`config.mk`:
```
export PLATFORM = sky130hd
export DESIGN_NAME = phy_interrupt_control
export DESIGN_NICKNAME = d
export VERILOG_FILES = /design/src/verilog/phy_irq_pkg.sv /design/src/verilog/phy_interrupt_control.sv
export SDC_FILE = /design/constraint.sdc
export NUM_CORES = 1
export LEC_CHECK = 0
export ABC_AREA = 1
export BUFFER_PORTS_ARGS = -buffer_cell sky130_fd_sc_hd__buf_2
export CORE_MARGIN = 2
export CORE_UTILIZATION = 45
export DETAILED_ROUTE_END_ITERATION = 7
export GPL_ROUTABILITY_DRIVEN = 0
export GPL_TIMING_DRIVEN = 0
export PLACE_DENSITY = 0.73
export SETUP_SLACK_MARGIN = 0.3
export SLEW_MARGIN = 20
export SYNTH_ARGS = -nofsm -noshare
export SYNTH_HDL_FRONTEND = slang
export SYNTH_SLANG_ARGS = --single-unit
```
`constraint.sdc`:
```
create_clock -name clk -period 2.37 [get_ports clk]
set_clock_uncertainty 0.1 [all_clocks]
set_input_delay 0.474 -clock clk [delete_from_list [all_inputs] [get_ports clk]]
set_output_delay 0.474 -clock clk [all_outputs]
set_load 0.03 [all_outputs]
```
`src/verilog/phy_irq_pkg.sv`:
```
// constants for the phy interrupt and control block
package phy_irq_pkg;

  // ----------------------------------------
  // register map (index, byte address = 4 x index)
  // ----------------------------------------
  localparam logic [7:0] phy_specific_control_idx = 8'h11;
  localparam logic [7:0] interrupt_status_one_idx = 8'h12;
  localparam logic [9:0] phy_specific_control_addr =
    {phy_specific_control_idx, 2'b00};
  localparam logic [9:0] interrupt_status_one_addr =
    {interrupt_status_one_idx, 2'b00};

  // ----------------------------------------
  // phy_specific_control fields
  // ----------------------------------------
  localparam int lb_depth_lsb = 8;
  localparam int col_fd_en_bit = 4;
  localparam int irq_pol_bit = 3;
  localparam int irq_test_bit = 2;
  localparam int irq_global_en_bit = 1;
  localparam int irq_out_en_bit = 0;
  localparam logic [1:0] lb_depth_reset = 2'h1;
  localparam logic irq_pol_reset = 1'b1;

  // ----------------------------------------
  // interrupt_status_one fields
  // ----------------------------------------
  localparam int status_lsb = 8;
  localparam int num_events = 8;
  localparam int ev_link_quality = 7;
  localparam int ev_energy = 6;
  localparam int ev_link_status = 5;
  localparam int ev_speed = 4;
  localparam int ev_duplex = 3;
  localparam int ev_an_done = 2;
  localparam int ev_fc_half = 1;
  localparam int ev_rx_err_half = 0;

  // ----------------------------------------
  // loopback fifo depth codes, in nibbles
  // ----------------------------------------
  localparam logic [3:0] lb_depth_00 = 4'h4;
  localparam logic [3:0] lb_depth_01 = 4'h5;
  localparam logic [3:0] lb_depth_10 = 4'h6;
  localparam logic [3:0] lb_depth_11 = 4'h8;
  localparam int lb_fifo_words = 8;

endpackage : phy_irq_pkg

```
`src/verilog/phy_interrupt_control.sv`:
```
// interrupt, collision and loopback fifo control with apb registers
//
// Operation
// RULE_01 - loopback depth codes 00..11 give 4,5,6,8 nibbles; reset code 01
// RULE_02 - in far-end loopback, data passes through fifo of selected depth
// RULE_03 - full-duplex collision enable lets collision through in full duplex
// RULE_04 - half duplex always passes collision regardless of enable bit
// RULE_05 - polarity 1 idles pin high, low on interrupt; 0 inverts
// RULE_06 - test bit forces an interrupt continuously while set
// RULE_07 - global enable gates events, each qualified by its own enable
// RULE_08 - output enable drives pin as interrupt; clear makes it power-down in
// RULE_09 - status bit 15 latches on link quality change while link up
// RULE_10 - status bit 14 latches on any energy detect change
// RULE_11 - status bit 13 latches on any link status change
// RULE_12 - status bit 12 latches on any speed change
// RULE_13 - status bit 11 latches on any duplex change
// RULE_14 - status bit 10 latches when auto-negotiation completes
// RULE_15 - status bit 9 latches when false carrier counter passes half
// RULE_16 - status bit 8 latches when receive error counter passes half
// RULE_17 - enable bits 7 and 6 reset 0, gate link quality and energy
// RULE_18 - enable bit 5 resets 0, gates link status change interrupt
// RULE_19 - reading status clears latched bits unless event recurs same cycle
// RULE_20 - pin asserts if output enabled and test or enabled pending event
`timescale 1ns/1ps

module phy_interrupt_control
  import phy_irq_pkg::*;
(
  input wire logic clk,
  input wire logic nrst,
  // apb slave
  input wire logic psel,
  input wire logic penable,
  input wire logic pwrite,
  input wire logic [9:0] paddr,
  input wire logic [31:0] pwdata,
  output logic [31:0] prdata,
  output logic pready,
  output logic pslverr,
  // phy state inputs
  input wire logic link_up,
  input wire logic link_quality_good,
  input wire logic energy_detected,
  input wire logic speed_100,
  input wire logic full_duplex,
  input wire logic an_complete,
  input wire logic fc_count_half,
  input wire logic rx_err_count_half,
  // collision toward the mac
  input wire logic col_in,
  output logic col_out,
  // far-end loopback path
  input wire logic loopback_active,
  input wire logic [3:0] rx_nibble,
  input wire logic rx_nibble_valid,
  input wire logic tx_nibble_strobe,
  output logic [3:0] tx_nibble,
  output logic tx_nibble_valid,
  // shared interrupt / power-down pin
  input wire logic irq_or_powerdown_pin_in,
  output logic irq_or_powerdown_pin_out,
  output logic irq_or_powerdown_pin_oe,
  output logic power_down
);

  // ----------------------------------------
  // registers
  // ----------------------------------------
  logic [1:0] lb_depth;
  logic col_fd_en;
  logic irq_pol;
  logic irq_test;
  logic irq_global_en;
  logic irq_out_en;
  logic [num_events-1:0] status;
  logic [num_events-1:0] event_en;
  logic [num_events-1:0] read_mask;

  // ----------------------------------------
  // apb decode
  // ----------------------------------------
  // full 10-bit compare, so aliases of the two registers answer as unmapped
  wire hit_ctrl = (paddr == phy_specific_control_addr);
  wire hit_stat = (paddr == interrupt_status_one_addr);
  wire acc_first = psel & penable & ~pready;
  wire acc_done = psel & penable & pready;
  wire wr_ctrl = acc_done & pwrite & hit_ctrl;
  wire wr_stat = acc_done & pwrite & hit_stat;
  wire rd_stat_done = acc_done & ~pwrite & hit_stat;

  wire [15:0] ctrl_word = {6'h00, lb_depth, 3'h0, col_fd_en, irq_pol,
                           irq_test, irq_global_en, irq_out_en};
  // latched events in the upper byte, their enables below
  wire [15:0] stat_word = {status, event_en};
  wire [31:0] next_prdata = hit_ctrl ? {16'h0000, ctrl_word} :
                            hit_stat ? {16'h0000, stat_word} :
                            32'h0000_0000;

  // answer one cycle into the access phase, so every transfer takes 3 cycles;
  // the wait state lets read data and the clear mask come from one sample
  wire unmapped = ~hit_ctrl & ~hit_stat;
  wire rd_capture = acc_first & ~pwrite;

  // unmapped accesses still complete, with an error and zero data
  always_ff @(posedge clk or negedge nrst)
  begin
    if (!nrst)
    begin
      pready <= 1'b0;
      pslverr <= 1'b0;
    end
    else
    begin
      pready <= acc_first;
      pslverr <= acc_first & unmapped;
    end
  end

  // read data holds after the transfer until the next read is captured
  always_ff @(posedge clk or negedge nrst)
  begin
    if (!nrst)
      prdata <= 32'h0000_0000;
    else if (rd_capture)
      prdata <= next_prdata;
  end

  // ----------------------------------------
  // control register
  // ----------------------------------------
  always_ff @(posedge clk or negedge nrst)
  begin
    if (!nrst)
    begin
      lb_depth <= lb_depth_reset; // RULE_01
      col_fd_en <= 1'b0;
      irq_pol <= irq_pol_reset; // RULE_05
      irq_test <= 1'b0;
      irq_global_en <= 1'b0;
      irq_out_en <= 1'b0; // RULE_08
    end
    // bits outside the listed fields are dropped and read back as zero
    else if (wr_ctrl)
    begin
      lb_depth <= pwdata[lb_depth_lsb +: 2];
      col_fd_en <= pwdata[col_fd_en_bit];
      irq_pol <= pwdata[irq_pol_bit];
      irq_test <= pwdata[irq_test_bit];
      irq_global_en <= pwdata[irq_global_en_bit];
      irq_out_en <= pwdata[irq_out_en_bit];
    end
  end

  // ----------------------------------------
  // event detection
  // ----------------------------------------
  // the previous samples are primed one cycle after reset so that levels
  // already present at reset release do not fake a change
  logic primed;
  logic [num_events-1:0] prev;
  // bit order of cur matches the status field, msb first
  wire [num_events-1:0] cur = {link_quality_good, energy_detected, link_up,
                               speed_100, full_duplex, an_complete,
                               fc_count_half, rx_err_count_half};
  wire [num_events-1:0] changed = cur ^ prev;
  wire [num_events-1:0] rose = cur & ~prev;
  // negotiation and half-full events latch on the rise only; a falling
  // input is no news to software
  wire [num_events-1:0] raw_event = {
    changed[ev_link_quality] & link_up, // RULE_09
    changed[ev_energy], // RULE_10
    changed[ev_link_status], // RULE_11
    changed[ev_speed], // RULE_12
    changed[ev_duplex], // RULE_13
    rose[ev_an_done], // RULE_14
    rose[ev_fc_half], // RULE_15
    rose[ev_rx_err_half] // RULE_16
  };
  // nothing is reported in the first cycle after reset release
  wire [num_events-1:0] events = primed ? raw_event : {num_events{1'b0}};

  always_ff @(posedge clk or negedge nrst)
  begin
    if (!nrst)
      primed <= 1'b0;
    else
      primed <= 1'b1;
  end

  always_ff @(posedge clk or negedge nrst)
  begin
    if (!nrst)
      prev <= {num_events{1'b0}};
    else
      prev <= cur;
  end

  // ----------------------------------------
  // latched status and enables
  // ----------------------------------------
  // only bits returned to software are cleared, so an event landing
  // between the data capture and the end of the access is kept
  wire [num_events-1:0] clr_mask =
    rd_stat_done ? read_mask : {num_events{1'b0}};

  // a set in the clearing cycle wins over the clear
  wire [num_events-1:0] next_status = (status & ~clr_mask) | events;

  always_ff @(posedge clk or negedge nrst)
  begin
    if (!nrst)
      status <= {num_events{1'b0}};
    else
      status <= next_status; // RULE_19
  end

  // the mask is taken with the read data, so exactly what was returned
  // is what the end of the access clears
  always_ff @(posedge clk or negedge nrst)
  begin
    if (!nrst)
      read_mask <= {num_events{1'b0}};
    else if (rd_capture && hit_stat)
      read_mask <= status;
  end

  always_ff @(posedge clk or negedge nrst)
  begin
    if (!nrst)
      event_en <= {num_events{1'b0}}; // RULE_17 RULE_18
    // enable bit n gates status bit n+8, the five low enables included
    else if (wr_stat)
      event_en <= pwdata[num_events-1:0];
  end

  // ----------------------------------------
  // interrupt pin
  // ----------------------------------------
  // the test bit skips the global enable, so the pin path can be checked
  // with every event masked
  wire any_enabled = |(status & event_en); // RULE_07
  wire irq_active = irq_out_en & // RULE_20
                    (irq_test | (irq_global_en & any_enabled)); // RULE_06
  wire next_pin_out = irq_pol ? ~irq_active : irq_active; // RULE_05
  // the pin is active low when used as a power-down input
  wire next_power_down = ~irq_out_en & ~irq_or_powerdown_pin_in; // RULE_08

  // the pin idles at the reset polarity level, so the host sees no false
  // interrupt while the enables are still being written
  always_ff @(posedge clk or negedge nrst)
  begin
    if (!nrst)
    begin
      irq_or_powerdown_pin_out <= irq_pol_reset;
      irq_or_powerdown_pin_oe <= 1'b0;
    end
    else
    begin
      irq_or_powerdown_pin_out <= next_pin_out; // RULE_05
      irq_or_powerdown_pin_oe <= irq_out_en; // RULE_08
    end
  end

  // power-down follows the pin a cycle late; a low pin level while the
  // output is enabled is our own interrupt and is ignored
  always_ff @(posedge clk or negedge nrst)
  begin
    if (!nrst)
      power_down <= 1'b0;
    else
      power_down <= next_power_down; // RULE_08
  end

  // ----------------------------------------
  // collision
  // ----------------------------------------
  // col_in is a raw level; one register of delay keeps col_out glitch free
  wire next_col = col_in & (~full_duplex | col_fd_en); // RULE_03 RULE_04

  always_ff @(posedge clk or negedge nrst)
  begin
    if (!nrst)
      col_out <= 1'b0;
    else
      col_out <= next_col;
  end

  // ----------------------------------------
  // far-end loopback fifo
  // ----------------------------------------
  // unknown codes fall back to the reset depth
  function automatic logic [3:0] depth_of(input logic [1:0] code);
    case (code)
      2'h0: depth_of = lb_depth_00;
      2'h1: depth_of = lb_depth_01;
      2'h2: depth_of = lb_depth_10;
      2'h3: depth_of = lb_depth_11;
      default: depth_of = lb_depth_01;
    endcase
  endfunction : depth_of

  logic [3:0] lb_mem [lb_fifo_words];
  logic [2:0] wr_ptr;
  logic [2:0] rd_ptr;
  logic [3:0] fill;
  logic draining;

  wire [3:0] depth = depth_of(lb_depth); // RULE_01
  wire fifo_full = (fill == 4'(lb_fifo_words));
  wire fifo_empty = (fill == 4'h0);
  // leaving loopback flushes the fifo, so a new session starts empty
  wire flush = ~loopback_active;
  // reading starts only once the selected slack is built up, so a slow
  // receive clock does not starve the transmit side mid-frame
  wire do_wr = loopback_active & rx_nibble_valid & ~fifo_full;
  wire do_rd = loopback_active & tx_nibble_strobe & draining & ~fifo_empty;
  wire next_draining = loopback_active & ~fifo_empty &
                       (draining | (fill >= depth)); // RULE_02
  wire [3:0] next_fill = flush ? 4'h0 :
                         fill + {3'h0, do_wr} - {3'h0, do_rd};
  wire [2:0] next_wr_ptr = flush ? 3'h0 : wr_ptr + {2'h0, do_wr};
  wire [2:0] next_rd_ptr = flush ? 3'h0 : rd_ptr + {2'h0, do_rd};
  // the transmit register holds its nibble between strobes
  wire [3:0] next_tx_nibble = flush ? 4'h0 :
                              do_rd ? lb_mem[rd_ptr] : tx_nibble; // RULE_02

  // storage has no reset; only pointers and fill count need one
  always_ff @(posedge clk)
  begin
    if (do_wr)
      lb_mem[wr_ptr] <= rx_nibble;
  end

  always_ff @(posedge clk or negedge nrst)
  begin
    if (!nrst)
    begin
      wr_ptr <= 3'h0;
      rd_ptr <= 3'h0;
    end
    else
    begin
      wr_ptr <= next_wr_ptr;
      rd_ptr <= next_rd_ptr;
    end
  end

  always_ff @(posedge clk or negedge nrst)
  begin
    if (!nrst)
    begin
      fill <= 4'h0;
      draining <= 1'b0;
    end
    else
    begin
      fill <= next_fill;
      draining <= next_draining;
    end
  end

  // output stage kept apart so the transmit side sees a clean register
  always_ff @(posedge clk or negedge nrst)
  begin
    if (!nrst)
    begin
      tx_nibble <= 4'h0;
      tx_nibble_valid <= 1'b0;
    end
    else
    begin
      tx_nibble <= next_tx_nibble;
      tx_nibble_valid <= do_rd; // RULE_02
    end
  end

endmodule : phy_interrupt_control

```
Word level (Yosys, flattened, before mapping)
Memory sizes are Yosys's and may differ from the RTL's.
Cells that the tools add are included.
Widths: inputs -> output; s select.
Word-level totals
  bits in registers: 94
  RAM bits: 32
  input port bits: 64
  output and inout bits: 43
  word-level logic and storage cells: 97
  memories: 1
Memories
  lb_mem: words 8, bits a word 4, rd ports 1, clocked after Yosys merged registers in 0, write ports 1, RTL line phy_interrupt_control.sv:302  | logic [3:0] lb_mem [lb_fifo_words];
Cells by class
  add/sub/neg operators: 4
  $lt $le $gt $ge: 1
  equal/unequal tests: 7
  muxes and demuxes: 13
  bitwise operators: 43
  reduce and logical (&&, ||, !) cells: 4
Operators with widths (number)
  $mux 16: 2
  $and 1x1->1: 23
  $eq 10x7->1 const B: 2
  $and 8x8->8: 2
  $mux 8: 2
  $pmux 4 s4: 1
  $mux 4: 3
  $not 1->1: 10
  $not 8->8: 1
  $or 8x8->8: 1
  $reduce_or 8->1: 1
  $xor 8x8->8: 1
  $add 3x1->3: 2
  $mux 3: 2
  $add 4x1->4: 1
  $eq 2x2->1 const B: 2
  $eq 4x4->1 const B: 1
  $ge 4x4->1: 1
  $logic_not 4->1: 1
  $sub 4x1->4: 1
  $and 3x3->3: 1
  $mux 1: 3
  $not 3->3: 1
  $or 1x1->1: 3
  other kinds (4): 4

Depth between registers and ports, before layout
  depth after elaboration: 8
  depth in mapped cells: 11
  mapped depth without buffers: 11

Worst setup path before layout
No wires, ideal clock.
  path kind: register to register
  from: register fill[2]
  to: register fill[2]
  data arrival time: 1.853 ns
  path slack: 0.294 ns
  cell stages (with the launch flop): 9
  period minus slack after synthesis: 2.076 ns
  cells stage by stage: dfrtp_1 inv_1 ha_1 a31oi_2 xnor2_1 ha_1 fa_1 o21ai_0 a21oi_1
On the way
  elaborated cells on any way between the ends: 9
RTL lines
  start: declaration: RTL line phy_interrupt_control.sv:305  | logic [3:0] fill;
  start signal: assignment: RTL line phy_interrupt_control.sv:357  | fill <= next_fill;
  $logic_not 4->1: RTL line phy_interrupt_control.sv:310  | wire fifo_empty = (fill == 4'h0);
  $not 1->1: RTL line phy_interrupt_control.sv:316  | wire do_rd = loopback_active & tx_nibble_strobe & draining & ~fifo_empty;
  $and 1x1->1: RTL line phy_interrupt_control.sv:316
  via do_rd: RTL line phy_interrupt_control.sv:316
  $sub 4x1->4: RTL line phy_interrupt_control.sv:320  | fill + {3'h0, do_wr} - {3'h0, do_rd};
  $mux 4: RTL line phy_interrupt_control.sv:319  | wire [3:0] next_fill = flush ? 4'h0 :
  via next_fill[2]: RTL line phy_interrupt_control.sv:319
The timed path passes the listed nets, and every way through them passes these cells.
A chain may end at the register's enable or synchronous reset.

Final worst setup path
  from: register fill[3]
  to: register fill[3]
The elaborated chain is that of the path after synthesis.

==> metrics.cfg <==
[clock_network]
ctsLongestPathBuffers = 2
cts.sinks = 110
insertion_delay_ns = 0.37
clk_pin_slew_ns = 0.11
cts_tree = done
htreeDepth = 3
cts_root_buffer = clkbuf_8
cts_made_buffers = 9

[logic_synthesis]
synth_cells = 523
synth_most_common_cell = nand2_1
synthFlopType = dfrtp_1
async_flop_share_pct = 70.9
synth_edf_count = 32
synthesis.area_um2 = 4990
ys_top_cells_by_area = dfrtp_1 (38%), edfxtp_1 (19%), nand2_1 (11%), nand3_1 (5.1%), nor2_1 (3.9%)
synth-seq-cells = 110
yosysTopAreaCellShare_pct = 37.6
synth_commonest_cells = nand2_1 (140), dfrtp_1 (75), nor2_1 (52)
ys_types = 36
yosysSeqAreaShare_pct = 58.4
synth_top_cell_by_area = dfrtp_1
yosysWarnings = 0
syn_area_per_cell_um2 = 9.55

[worst_setup_path]
r2r-end = fill[3]
arrival_ns = 2.14
startpoint_type = flop
rr_startpoint = fill[3]
cp_data_required_time_ns = 2.53
cp-end-kind = flop
path_class = reg2reg
crit_fanout = 3
reg2reg_slack_ns = 0.40
r2r_cells = 10

[outcome]
outcome = completed

[finish]
fin_nets = 698
antenna_cells = 0
drive_above_1_share_pct = 24.3
syn2layout_area_growth_pct = 16.8
fin_util_pct = 53.8

[global_route]
grt_pass1_wl_mm = 17.4
grt_use_total_pct = 18.9
antenna_found_initial = 0
overflow = 0
grt_max_degree = 47
grt_pass1_vias = 3716

[sta]
setup_viol = 0
hold_violations = 0
tns_ns = 0
rsz0062_at_grt = true
drv_slew = 0
tightest_slew_ns = 0.559
max_freq_ghz = 0.507
finalCritPeriodShare_pct = 83.2
slew_headroom_pct = 62.6
fin_crit_ns = 1.97

[run]
drv_cap = 0

[detailed_routing]
vias_per_cell = 4.81
first_iter_violations = 257
first_pass_iters = 4
wl_per_cell_um = 13.7
vias = 3683
detail-route-antenna-nets = 0
drc = 0
postRouteWirelength_mm = 10.5

[power_and_ir_drop]
comb_power_share_pct = 13.0
internal_power_mw = 2.59
swShare_pct = 27.5
ir_drop_uv = 346
seqPwrFrac_pct = 57.2
power.share.clock_pct = 29.7
p_switching_mw = 0.980
leakagePower_nw = 2.94
powerDensity_nw_per_um2 = 612

[floorplanning]
fp.dieH_um = 109
row_count = 38
start_util_pct = 46.1
fp.dieW_um = 109
ioPinCount = 107
core_area_um2 = 10800
dieArea_um2 = 12000

[min_path]
whs_path_depth = 1
min_from = rx_err_count_half
min_to = prev[0]
hold_path_class = in2reg

[placement]
io_buffers = 68
dpl.hpwl_mm = 7.96

sequential cells by signal (all words and copies together) (netlist names), 2 cells and up:
name and count:
fill 4, lb_depth 2, wr_ptr 3, status 8, prev 8, lb_mem 32
read_mask 8, rd_ptr 3, event_en 8, tx_nibble 4, prdata 16
critical path, stage by stage (launching register included):
cell,delay (ns)
dfrtp_1,0.41
inv_1,0.06
ha_2,0.19
a31oi_4,0.21
nand2_1,0.13
ha_1,0.29
a21o_1,0.15
a21oi_1,0.17
nand2_1,0.07
nand2_1,0.06
nor2_1,0.05
cell usage in the layout, fill, tap and decap left out, types with 5 or more instances in the layout:
master,netlist,final
nand3_1,51,50
conb_1,2,17
o21ai_0,21,20
ha_1,12,10
nand2_1,140,140
o21ai_2,7,7
inv_1,41,40
nor2_1,52,52
o21ai_1,5,6
clkbuf_8,0,9
or2_2,5,5
buf_2,8,75
dfrtp_1,75,75
buf_4,18,21
o211ai_1,6,6
a21oi_1,5,5
nand4_1,5,5
edfxtp_1,32,32
nand2_2,7,7
power by group through the flow:
stage | registers [mW] | clock network, mW | logic [mW]
floorplan | 2.09 | 0 | 0.284
finish | 2.04 | 1.06 | 0.465
CTS | 2.04 | 1.10 | 0.454
detailed placement | 2.08 | 0 | 0.447
global route | 2.05 | 1.17 | 0.531
global placement | 2.08 | 0 | 0.421
cells by family (layout without fill, tap and decap cells):
group,count (synthesis),count (layout),share of synthesized area (%)
xor+xnor,2,2,0.351
other cells,2,17,0.150
simple gates,274,274,24.3
flops,110,110,58.4
buf+inv,73,161,7.34
fa+ha+maj,13,13,3.41
compound gates,49,49,6.07
metrics by stage:
step,power [mW],hold slack (ns),cell area (um2),cells,worst slack (ns)
2_1_floorplan,2.37,0.0784,5060,538,0.376
3_3_place_gp,2.50,0.354,5570,746,0.190
3_5_place_dp,2.53,0.362,5600,747,0.161
4_1_cts,3.59,0.0991,5810,765,0.325
5_1_grt,3.75,0.0881,5830,766,0.261
6_report,3.57,0.118,5830,766,0.399
worst max path at each step:
stage / endpoint / start / cells after the start / slack (ns)
2_1_floorplan: fill[2] / fill[2] / 8 / 0.38
3_3_place_gp: power_down / nrst / 1 / 0.19
3_5_place_dp: fill[2] / fill[2] / 8 / 0.16
4_1_cts: fill[2] / fill[2] / 8 / 0.32
5_1_grt: fill[3] / fill[1] / 10 / 0.26
6_report: fill[3] / fill[3] / 10 / 0.40
per-layer routing:
metal,vias up,part of all wire (%),GRT usage (%)
met5,-,0,0
met4,0,1.2,5.61
met3,10,5.5,4.68
met2,107,50,31.7
met1,1706,43,24.3
li1,1860,-,-
timing repair:
item                                    in CTS  in global routing
endpoints found under the setup margin       3                  3
endpoints found under the hold margin       32                  0
buffers inserted                             1                  1
hold buffers                                 1                  0
resized for setup                            1                  5
pin swaps                                    1                  2
cell type report:
class                   instances  area (um2)
fillers                      1007        5010
clock inverters                 6        57.6
flip-flops and latches        110        2920
clock buffers                  10         128
repair buffers                 72         395
well taps                     140         175
inverters                      42         158
multi-input cells             355        1790
plain buffers                  31         209
No activity file was read; power rests on OpenSTA's default activity.
